[config.mk]
export PLATFORM = sky130hd
export DESIGN_NAME = ssru_top
export DESIGN_NICKNAME = d
export VERILOG_FILES = /design/src/ssru_top.v
export VERILOG_INCLUDE_DIRS = /design/src
export SDC_FILE = /design/constraint.sdc
export NUM_CORES = 1
export LEC_CHECK = 0
export BUFFER_PORTS_ARGS = -buffer_cell sky130_fd_sc_hd__buf_2
export CAP_MARGIN = 20
export CORE_UTILIZATION = 60
export DETAILED_ROUTE_END_ITERATION = 7
export PLACE_DENSITY = 0.79
export SLEW_MARGIN = 0
export SYNTH_ARGS = -nofsm -noshare
export SYNTH_HDL_FRONTEND = slang
export SYNTH_HIERARCHICAL = 1
export SYNTH_SLANG_ARGS = --single-unit
[constraint.sdc]
create_clock -name I_CLK_SYS -period 6.16 [get_ports I_CLK_SYS]
set_input_delay 1.848 -clock I_CLK_SYS [delete_from_list [all_inputs] [get_ports I_CLK_SYS]]
set_output_delay 1.848 -clock I_CLK_SYS [all_outputs]
set_load 0.01 [all_outputs]
[src/ssru_map.vh]
// Purpose: Register indices, command codes and reset values of the status unit
// Assumes: Included by the design, the checker and the bench files
// Notes: Register indices select a register on the command port, not a byte address
`ifndef SSRU_MAP_VH
`define SSRU_MAP_VH

// Command codes on the request port
`define SSRU_CMD_READ 4'h0
`define SSRU_CMD_WRITE 4'h1
`define SSRU_CMD_ERR_NEXT 4'h2
`define SSRU_CMD_ERR_CODE 4'h3
`define SSRU_CMD_ERR_ALL 4'h4
`define SSRU_CMD_ERR_COUNT 4'h5
`define SSRU_CMD_ERR_CODE_ALL 4'h6

// Register indices: operation register parts
`define SSRU_REG_OPER_COND 4'h0
`define SSRU_REG_OPER_RISE 4'h1
`define SSRU_REG_OPER_FALL 4'h2
`define SSRU_REG_OPER_EVT 4'h3
`define SSRU_REG_OPER_MASK 4'h4
// Register indices: questionable register parts
`define SSRU_REG_QUES_COND 4'h5
`define SSRU_REG_QUES_RISE 4'h6
`define SSRU_REG_QUES_FALL 4'h7
`define SSRU_REG_QUES_EVT 4'h8
`define SSRU_REG_QUES_MASK 4'h9
// Register indices: standard event pair and status byte pair
`define SSRU_REG_ESR_EVT 4'ha
`define SSRU_REG_ESR_MASK 4'hb
`define SSRU_REG_STB 4'hc
`define SSRU_REG_SRE 4'hd

// Status byte bit positions
`define SSRU_STB_ERRQ 2
`define SSRU_STB_QUES 3
`define SSRU_STB_MAV 4
`define SSRU_STB_ESB 5
`define SSRU_STB_MSS 6
`define SSRU_STB_OPER 7

// Operation register bit fed by calibration activity
`define SSRU_OPER_CAL_BIT 0

// Reset values (15 stored bits in the register parts, 8 in ESE and SRE; bit 15 is never stored)
`define SSRU_RISE_RST 15'h7fff
`define SSRU_FALL_RST 15'h0000
`define SSRU_MASK_RST 15'h0000
`define SSRU_ESE_RST 8'h00
`define SSRU_SRE_RST 8'h00

// Answer for an empty error queue
`define SSRU_NO_ERROR 32'h0000_0000

`endif

[src/ssru_top.v]
// Purpose: Status reporting unit with two 16-bit status registers, standard
//          event pair, status byte with service request, and an error queue
// Assumes: All inputs come from logic on I_CLK_SYS; host commands are decoded
//          upstream from the remote link into the request port below
// Notes: Bit 15 of every 16-bit part is never stored and always reads zero
`timescale 1ns/1ps
`include "ssru_map.vh"
`default_nettype none

// One SCPI-style register: condition, two edge filters, event, mask
module ssru_status_reg (
  // Clock, reset, enable
  input wire i_clk,
  input wire i_resetn,
  input wire i_ce,
  // Condition source
  input wire [14:0] i_cond,
  // Controller access
  input wire [14:0] i_wdata,
  input wire i_we_rise,
  input wire i_we_fall,
  input wire i_we_mask,
  input wire i_evt_rd,
  // Part contents and sum
  output wire [14:0] o_rise,
  output wire [14:0] o_fall,
  output wire [14:0] o_evt,
  output wire [14:0] o_mask,
  output wire o_sum
);
  reg [14:0] rise_reg, fall_reg, evt_reg, mask_reg, cond_prev_reg;
  wire [14:0] rise_hit;
  wire [14:0] fall_hit;
  wire [14:0] evt_next;

  // Per-bit edge filters; bit positions line up across all parts
  assign rise_hit = i_cond & ~cond_prev_reg & rise_reg;
  assign fall_hit = ~i_cond & cond_prev_reg & fall_reg;
  // New edges are OR'd after the clear so they are never lost
  assign evt_next = (i_evt_rd ? 15'h0000 : evt_reg) | rise_hit | fall_hit;
  assign o_sum = |(evt_reg & mask_reg);
  assign o_rise = rise_reg;
  assign o_fall = fall_reg;
  assign o_evt = evt_reg;
  assign o_mask = mask_reg;

  // Filter and mask parts change only on writes; reads never touch them
  always @(posedge i_clk or negedge i_resetn) begin
    if (!i_resetn) begin
      rise_reg <= `SSRU_RISE_RST;
      fall_reg <= `SSRU_FALL_RST;
      mask_reg <= `SSRU_MASK_RST;
      evt_reg <= 15'h0000;
      cond_prev_reg <= 15'h0000;
    end else if (i_ce) begin
      if (i_we_rise) begin
        rise_reg <= i_wdata;
      end
      if (i_we_fall) begin
        fall_reg <= i_wdata;
      end
      if (i_we_mask) begin
        mask_reg <= i_wdata;
      end
      evt_reg <= evt_next;
      cond_prev_reg <= i_cond;
    end
  end
endmodule

module ssru_top #(
  parameter QUEUE_DEPTH = 8,
  parameter QUEUE_AW = 3
) (
  // Clock, reset, enable
  input wire I_CLK_SYS,
  input wire I_RESETN,
  input wire I_CE,
  // Command port from the remote link decoder
  input wire I_REQ_VALID,
  input wire [3:0] I_REQ_CMD,
  input wire [3:0] I_REQ_REG,
  input wire [15:0] I_REQ_WDATA,
  output wire O_REQ_READY,
  output wire O_RSP_VALID,
  output wire [31:0] O_RSP_DATA,
  output wire O_RSP_LAST,
  // Status sources
  input wire [14:0] I_OPER_COND,
  input wire I_CAL_BUSY,
  input wire [14:0] I_QUES_COND,
  input wire [7:0] I_ESR_SET,
  input wire I_MSG_AVAIL,
  // Error queue feed
  input wire I_ERR_PUSH,
  input wire [15:0] I_ERR_CODE,
  input wire [15:0] I_ERR_MSG,
  // Status byte and service request
  output wire [7:0] O_STB,
  output wire O_SRQ
);
  // Depth cut to the count width on purpose; the count never exceeds it
  localparam [QUEUE_AW:0] DEPTH_CNT = QUEUE_DEPTH[QUEUE_AW:0];

  reg [15:0] code_mem [0:QUEUE_DEPTH-1];
  reg [15:0] msg_mem [0:QUEUE_DEPTH-1];
  reg [QUEUE_AW-1:0] rd_ptr_reg;
  reg [QUEUE_AW-1:0] wr_ptr_reg;
  reg [QUEUE_AW:0] cnt_reg;
  reg [QUEUE_AW-1:0] all_ptr_reg;
  reg [QUEUE_AW:0] all_left_reg;
  reg all_code_reg;
  reg [7:0] esr_reg;
  reg [7:0] ese_reg;
  reg [7:0] sre_reg;
  reg [7:0] stb_reg;
  reg srq_reg;
  reg rsp_valid_reg;
  reg rsp_last_reg;
  reg [31:0] rsp_data_reg;
  reg [31:0] rsp_data_next;
  reg rsp_valid_next;
  reg rsp_last_next;
  reg [15:0] reg_rdata;

  wire take;
  wire is_read;
  wire is_write;
  wire queue_empty;
  wire pop;
  wire push_ok;
  wire start_all;
  wire [14:0] oper_cond;
  wire [14:0] oper_rise, oper_fall, oper_evt, oper_mask;
  wire oper_sum;
  wire [14:0] ques_rise, ques_fall, ques_evt, ques_mask;
  wire ques_sum;
  wire esb;
  wire [7:0] stb_raw;
  wire [7:0] sre_eff;
  wire mss;
  wire [7:0] esr_next;

  // Requests are refused while a read-all stream is still running
  assign O_REQ_READY = (all_left_reg == {(QUEUE_AW+1){1'b0}});
  assign take = I_CE & I_REQ_VALID & O_REQ_READY;
  assign is_read = take & (I_REQ_CMD == `SSRU_CMD_READ);
  assign is_write = take & (I_REQ_CMD == `SSRU_CMD_WRITE);
  assign queue_empty = (cnt_reg == {(QUEUE_AW+1){1'b0}});
  // Next and code requests both consume the head; empty queue stays as is
  assign pop = take & ~queue_empty & ((I_REQ_CMD == `SSRU_CMD_ERR_NEXT) |
    (I_REQ_CMD == `SSRU_CMD_ERR_CODE));
  // A full queue drops the new entry unless a pop frees a slot this cycle
  assign push_ok = I_CE & I_ERR_PUSH & ((cnt_reg != DEPTH_CNT) | pop);
  assign start_all = take & ((I_REQ_CMD == `SSRU_CMD_ERR_ALL) |
    (I_REQ_CMD == `SSRU_CMD_ERR_CODE_ALL));

  // Calibration activity drives operation bit 0
  assign oper_cond = {I_OPER_COND[14:1], I_CAL_BUSY};

  // Operation status register
  ssru_status_reg u_oper (
    .i_clk(I_CLK_SYS),
    .i_resetn(I_RESETN),
    .i_ce(I_CE),
    .i_cond(oper_cond),
    .i_wdata(I_REQ_WDATA[14:0]),
    .i_we_rise(is_write & (I_REQ_REG == `SSRU_REG_OPER_RISE)),
    .i_we_fall(is_write & (I_REQ_REG == `SSRU_REG_OPER_FALL)),
    .i_we_mask(is_write & (I_REQ_REG == `SSRU_REG_OPER_MASK)),
    .i_evt_rd(is_read & (I_REQ_REG == `SSRU_REG_OPER_EVT)),
    .o_rise(oper_rise),
    .o_fall(oper_fall),
    .o_evt(oper_evt),
    .o_mask(oper_mask),
    .o_sum(oper_sum)
  );

  // Questionable status register
  ssru_status_reg u_ques (
    .i_clk(I_CLK_SYS),
    .i_resetn(I_RESETN),
    .i_ce(I_CE),
    .i_cond(I_QUES_COND),
    .i_wdata(I_REQ_WDATA[14:0]),
    .i_we_rise(is_write & (I_REQ_REG == `SSRU_REG_QUES_RISE)),
    .i_we_fall(is_write & (I_REQ_REG == `SSRU_REG_QUES_FALL)),
    .i_we_mask(is_write & (I_REQ_REG == `SSRU_REG_QUES_MASK)),
    .i_evt_rd(is_read & (I_REQ_REG == `SSRU_REG_QUES_EVT)),
    .o_rise(ques_rise),
    .o_fall(ques_fall),
    .o_evt(ques_evt),
    .o_mask(ques_mask),
    .o_sum(ques_sum)
  );

  // Standard event pair: clear on read, fresh events win over the clear
  assign esr_next = ((is_read & (I_REQ_REG == `SSRU_REG_ESR_EVT)) ? 8'h00 : esr_reg) |
    I_ESR_SET;
  assign esb = |(esr_reg & ese_reg);

  // Status byte: sums from below become its condition bits
  assign stb_raw = {oper_sum, 1'b0, esb, I_MSG_AVAIL, ques_sum, ~queue_empty,
    2'b00};
  assign sre_eff = sre_reg & 8'hbf;
  assign mss = |(stb_raw & sre_eff);
  assign O_STB = stb_reg;
  assign O_SRQ = srq_reg;
  assign O_RSP_VALID = rsp_valid_reg;
  assign O_RSP_DATA = rsp_data_reg;
  assign O_RSP_LAST = rsp_last_reg;

  // Register read mux; condition parts reflect live state and bit 15 is zero
  always @* begin
    case (I_REQ_REG)
      `SSRU_REG_OPER_COND: reg_rdata = {1'b0, oper_cond};
      `SSRU_REG_OPER_RISE: reg_rdata = {1'b0, oper_rise};
      `SSRU_REG_OPER_FALL: reg_rdata = {1'b0, oper_fall};
      `SSRU_REG_OPER_EVT: reg_rdata = {1'b0, oper_evt};
      `SSRU_REG_OPER_MASK: reg_rdata = {1'b0, oper_mask};
      `SSRU_REG_QUES_COND: reg_rdata = {1'b0, I_QUES_COND};
      `SSRU_REG_QUES_RISE: reg_rdata = {1'b0, ques_rise};
      `SSRU_REG_QUES_FALL: reg_rdata = {1'b0, ques_fall};
      `SSRU_REG_QUES_EVT: reg_rdata = {1'b0, ques_evt};
      `SSRU_REG_QUES_MASK: reg_rdata = {1'b0, ques_mask};
      `SSRU_REG_ESR_EVT: reg_rdata = {8'h00, esr_reg};
      `SSRU_REG_ESR_MASK: reg_rdata = {8'h00, ese_reg};
      `SSRU_REG_STB: reg_rdata = {8'h00, stb_reg};
      `SSRU_REG_SRE: reg_rdata = {8'h00, sre_reg};
      default: reg_rdata = 16'h0000;
    endcase
  end

  // Answer selection; one answer per taken request except writes, plus stream beats
  always @* begin
    rsp_valid_next = 1'b0;
    rsp_last_next = 1'b0;
    rsp_data_next = rsp_data_reg;
    if (!O_REQ_READY) begin
      // Stream beat from the snapshot pointer
      rsp_valid_next = 1'b1;
      rsp_last_next = (all_left_reg == {{QUEUE_AW{1'b0}}, 1'b1});
      rsp_data_next = all_code_reg ? {16'h0000, code_mem[all_ptr_reg]} :
        {msg_mem[all_ptr_reg], code_mem[all_ptr_reg]};
    end else if (take) begin
      rsp_valid_next = ~is_write;
      rsp_last_next = ~is_write;
      case (I_REQ_CMD)
        `SSRU_CMD_READ: rsp_data_next = {16'h0000, reg_rdata};
        `SSRU_CMD_ERR_NEXT: rsp_data_next = queue_empty ? `SSRU_NO_ERROR :
          {msg_mem[rd_ptr_reg], code_mem[rd_ptr_reg]};
        `SSRU_CMD_ERR_CODE: rsp_data_next = queue_empty ? `SSRU_NO_ERROR :
          {16'h0000, code_mem[rd_ptr_reg]};
        `SSRU_CMD_ERR_COUNT: rsp_data_next = {{(31-QUEUE_AW){1'b0}}, cnt_reg};
        `SSRU_CMD_ERR_ALL, `SSRU_CMD_ERR_CODE_ALL: begin
          rsp_last_next = (cnt_reg <= {{QUEUE_AW{1'b0}}, 1'b1});
          if (queue_empty) begin
            rsp_data_next = `SSRU_NO_ERROR;
          end else if (I_REQ_CMD == `SSRU_CMD_ERR_CODE_ALL) begin
            rsp_data_next = {16'h0000, code_mem[rd_ptr_reg]};
          end else begin
            rsp_data_next = {msg_mem[rd_ptr_reg], code_mem[rd_ptr_reg]};
          end
        end
        default: rsp_data_next = 32'h0000_0000;
      endcase
    end
  end

  // Error queue storage; entries are only written at the tail
  always @(posedge I_CLK_SYS) begin
    if (push_ok) begin
      code_mem[wr_ptr_reg] <= I_ERR_CODE;
      msg_mem[wr_ptr_reg] <= I_ERR_MSG;
    end
  end

  // Queue pointers, count and read-all stream; stream reads a snapshot count
  always @(posedge I_CLK_SYS or negedge I_RESETN) begin
    if (!I_RESETN) begin
      rd_ptr_reg <= {QUEUE_AW{1'b0}};
      wr_ptr_reg <= {QUEUE_AW{1'b0}};
      cnt_reg <= {(QUEUE_AW+1){1'b0}};
      all_ptr_reg <= {QUEUE_AW{1'b0}};
      all_left_reg <= {(QUEUE_AW+1){1'b0}};
      all_code_reg <= 1'b0;
    end else if (I_CE) begin
      if (push_ok) begin
        wr_ptr_reg <= wr_ptr_reg + {{(QUEUE_AW-1){1'b0}}, 1'b1};
      end
      if (pop) begin
        rd_ptr_reg <= rd_ptr_reg + {{(QUEUE_AW-1){1'b0}}, 1'b1};
      end
      if (push_ok & ~pop) begin
        cnt_reg <= cnt_reg + {{QUEUE_AW{1'b0}}, 1'b1};
      end else if (pop & ~push_ok) begin
        cnt_reg <= cnt_reg - {{QUEUE_AW{1'b0}}, 1'b1};
      end
      if (start_all & (cnt_reg > {{QUEUE_AW{1'b0}}, 1'b1})) begin
        all_ptr_reg <= rd_ptr_reg + {{(QUEUE_AW-1){1'b0}}, 1'b1};
        all_left_reg <= cnt_reg - {{QUEUE_AW{1'b0}}, 1'b1};
        all_code_reg <= (I_REQ_CMD == `SSRU_CMD_ERR_CODE_ALL);
      end else if (!O_REQ_READY) begin
        all_ptr_reg <= all_ptr_reg + {{(QUEUE_AW-1){1'b0}}, 1'b1};
        all_left_reg <= all_left_reg - {{QUEUE_AW{1'b0}}, 1'b1};
      end
    end
  end

  // Standard event pair, status byte, service request and answer registers
  always @(posedge I_CLK_SYS or negedge I_RESETN) begin
    if (!I_RESETN) begin
      esr_reg <= 8'h00;
      ese_reg <= `SSRU_ESE_RST;
      sre_reg <= `SSRU_SRE_RST;
      stb_reg <= 8'h00;
      srq_reg <= 1'b0;
      rsp_valid_reg <= 1'b0;
      rsp_last_reg <= 1'b0;
      rsp_data_reg <= 32'h0000_0000;
    end else if (I_CE) begin
      esr_reg <= esr_next;
      if (is_write & (I_REQ_REG == `SSRU_REG_ESR_MASK)) begin
        ese_reg <= I_REQ_WDATA[7:0];
      end
      if (is_write & (I_REQ_REG == `SSRU_REG_SRE)) begin
        sre_reg <= I_REQ_WDATA[7:0] & 8'hbf;
      end
      stb_reg <= stb_raw | {1'b0, mss, 6'h00};
      // Pulse only on a 0-to-1 change of an enabled bit
      srq_reg <= |(stb_raw & ~stb_reg & sre_eff);
      rsp_valid_reg <= rsp_valid_next;
      rsp_last_reg <= rsp_last_next;
      rsp_data_reg <= rsp_data_next;
    end
  end
endmodule
`default_nettype wire

==> impl_metrics.json <==
{
  "outcome": "finished, final reports clean",
  "fp.dieW_um": 200,
  "min_period_ps": 4080,
  "ios": 145,
  "worst-setup-path-type": "register to output port",
  "grt_max_degree": 125,
  "cts_buffers": 50,
  "ys_types": 80,
  "slew_headroom": 0.245,
  "via_per_inst": 7.00,
  "layout.nets": 1771,
  "min-delay-path-class": "register to register",
  "syn_area_per_cell_um2": 15.3,
  "die_h_um": 200,
  "worst_pin_slew_ps": 1130,
  "rows": 72,
  "cts-root-buf": "clkbuf_16",
  "setup_violations": 0,
  "drt-total-wl_mm": 64.7,
  "vias": 15558,
  "grt_overflow": 0,
  "synthArstFlopShare": 0.475,
  "core-area_um2": 38700,
  "finalHoldViolCount": 0,
  "yosys_warnings": 6,
  "fillers": 2619,
  "cts_setup_buffers": 0,
  "dieArea_um2": 40200,
  "antenna_found_initial": 10,
  "max_freq_ghz": 0.245,
  "portBuffers": 140,
  "cts_tree": "yes",
  "synthFlopType": "edfxtp_1",
  "dpl.cell_count": 2125,
  "crit_path_start_kind": "register",
  "yosys_register_bits": 488,
  "place_ws_ps": 1550,
  "p_leak_nw": 10.0,
  "clock_sinks": 488,
  "hold_buffers": 0,
  "drtIter0Drc": 1974,
  "worstPathArrival_ps": 2230,
  "grt_pass1_wl_mm": 98.5,
  "final_util": 0.684,
  "wl_per_cell_um": 29.1,
  "clk_pin_slew_ps": 60,
  "total_power_mw": 9.41,
  "cp.required_ps": 4310,
  "seq_area_frac_synth": 0.573,
  "cp-end-kind": "output port",
  "cts_max_level": 2,
  "final_cells": 2223,
  "finalWorstSetupSlack_ps": 2080,
  "finalCritPeriodShare": 0.662,
  "synth-edff-count": 256,
  "p_per_area_nw_per_um2": 355,
  "drive_gt1_frac": 0.355,
  "grtUsageTotal": 0.328,
  "firstDrtPassIters": 7,
  "clk_path_buf_depth": 3,
  "first_global_vias": 16169,
  "synth_area_um2": 23600,
  "antenna_left": 0,
  "start_util": 0.610,
  "peakVddDrop_mv": 0.318,
  "hpwlAfterDp_mm": 39.9,
  "rsz0062_at_grt": "no",
  "path_max_fanout": 17,
  "fin_setup_tns_ps": 0,
  "post-route-drc-count": 0,
  "drv_cap": 0,
  "finClkSkew_ps": 29.1,
  "insertion_delay_ps": 610,
  "routabilityCongestion": 0.982,
  "cts.repair.resized": 0,
  "slew_violations": 0,
  "syn_inst": 1541,
  "area_delta_synth_final_pct": 12.2
}
==> path summary, 6_finish.rpt <==
| kind | startpoint | to | slack [ps] | cells past startpoint |
|---|---|---|---|---|
| hold reg to reg | O_SRQ | O_SRQ | 480 | 1 |
| setup reg to reg | all_left_reg[0] | code_mem[7][3] | 2550 | 9 |
| max in group asynchronous | I_RESETN | O_RSP_DATA[26] | 3590 | 2 |
| min in group asynchronous | I_RESETN | u_ques/o_fall[4] | 1320 | 1 |
| hold / removal | O_SRQ | O_SRQ | 480 | 1 |
| setup / recovery | all_left_reg[0] | O_REQ_READY | 2080 | 5 |
==> report_power, final <==
| part | total, mW | switching [mW] | internal, mW | leakage (nW) |
|---|---|---|---|---|
| registers | 4.11 | 0.343 | 3.77 | 5.19 |
| clock network | 3.16 | 1.32 | 1.85 | 0.836 |
| logic | 2.13 | 1.09 | 1.05 | 4.02 |
==> critical path: stages, from the launching register on <==
cell and delay [ps]:
dfrtp_1 400, inv_1 100, ha_1 210, or3b_1 520, clkinv_4 220, buf_2 170
==> layout make-up <==
type / instances / area, µm² / area share
repair buffers: 170 / 956 / 0.0361
clock inverters: 29 / 370 / 0.0140
multi-input cells: 940 / 9590 / 0.362
well taps: 518 / 648 / 0.0245
diodes: 3 / 7.51 / 0.000283
clock buffers: 65 / 1350 / 0.0508
inverters: 10 / 42.5 / 0.00160
flip-flops and latches: 488 / 13500 / 0.511
==> cells in the final DEF, fill, tap and decap left out, types with 8 or more instances in the layout <==
cell and instances:
mux2i_1 73, a22o_1 46, mux2_2 103, nand2b_1 13, buf_4 30, nor3_1 14, nor2b_1 10, a32oi_1 13
a221oi_1 15, dfrtp_1 197, dfstp_2 30, o21ai_0 45, nor2_1 39, a31oi_1 11, mux2_4 60, a21oi_1 23
o221ai_1 21, buf_2 138, inv_1 8, o21a_1 19, nand3b_1 30, ha_1 10, o211ai_1 9, nand3_1 17
clkbuf_1 11, and3_1 11, nand2_1 69, o22ai_1 17, a22oi_1 28, mux4_2 129, clkbuf_16 51, clkinv_2 12
edfxtp_1 256
==> metal layers <==
layer,vias to the layer above,part of all wire,track usage
li1,6422,-,-
met1,7986,0.36,0.421
met2,911,0.49,0.540
met3,227,0.092,0.0635
met4,12,0.048,0.159
met5,-,0.0011,0
==> Yosys cell counts (4+ instances only) <==
cell	instances	area share
inv_1	8	0.0013
a32oi_1	13	0.0048
mux2_2	103	0.049
a221oi_1	15	0.0056
and3_1	11	0.0029
buf_2	28	0.0059
mux2i_1	73	0.031
a22oi_1	28	0.0089
nor2_1	41	0.0065
edfxtp_1	256	0.33
o21ai_0	46	0.0097
buf_1	18	0.0029
nand2b_1	13	0.0034
nand3b_1	30	0.0095
clkbuf_1	46	0.0073
nand4_1	4	0.0011
dfstp_2	30	0.033
nand2_1	69	0.011
a222oi_1	4	0.0017
a31oi_1	11	0.0029
a22o_1	46	0.017
nand3_1	17	0.0036
nor3_1	16	0.0034
and2_1	5	0.0013
mux4_2	129	0.12
nand2_4	7	0.0033
o22ai_1	17	0.0045
o221ai_1	21	0.0078
o32ai_1	4	0.0015
buf_6	8	0.0038
nor2b_1	10	0.0026
o211ai_1	9	0.0029
xor2_1	5	0.0019
o21a_1	20	0.0064
dfrtp_1	202	0.21
xnor2_1	7	0.0026
mux2_4	60	0.038
buf_4	4	0.0013
a21oi_1	23	0.0049
nor3b_1	10	0.0032
o31ai_1	5	0.0016
ha_1	10	0.0053
==> metrics by stage <==
stage	hold WS (ps)	area (µm²)
after floorplan	441	23600
after global placement	460	24800
after detailed placement	470	24800
after CTS	485	26500
after global routing	499	26500
final	482	26500
==> kinds of logic after synthesis <==
logic type / after synthesis / synth area share
mux: 365 / 0.241
other cells: 1 / 0.000159
fa+ha+maj: 10 / 0.00530
xor+xnor: 12 / 0.00445
buf+inv: 114 / 0.0230
simple gates: 257 / 0.0603
compound gates: 294 / 0.0926
flops: 488 / 0.573
(Power assumes the default switching activity.)
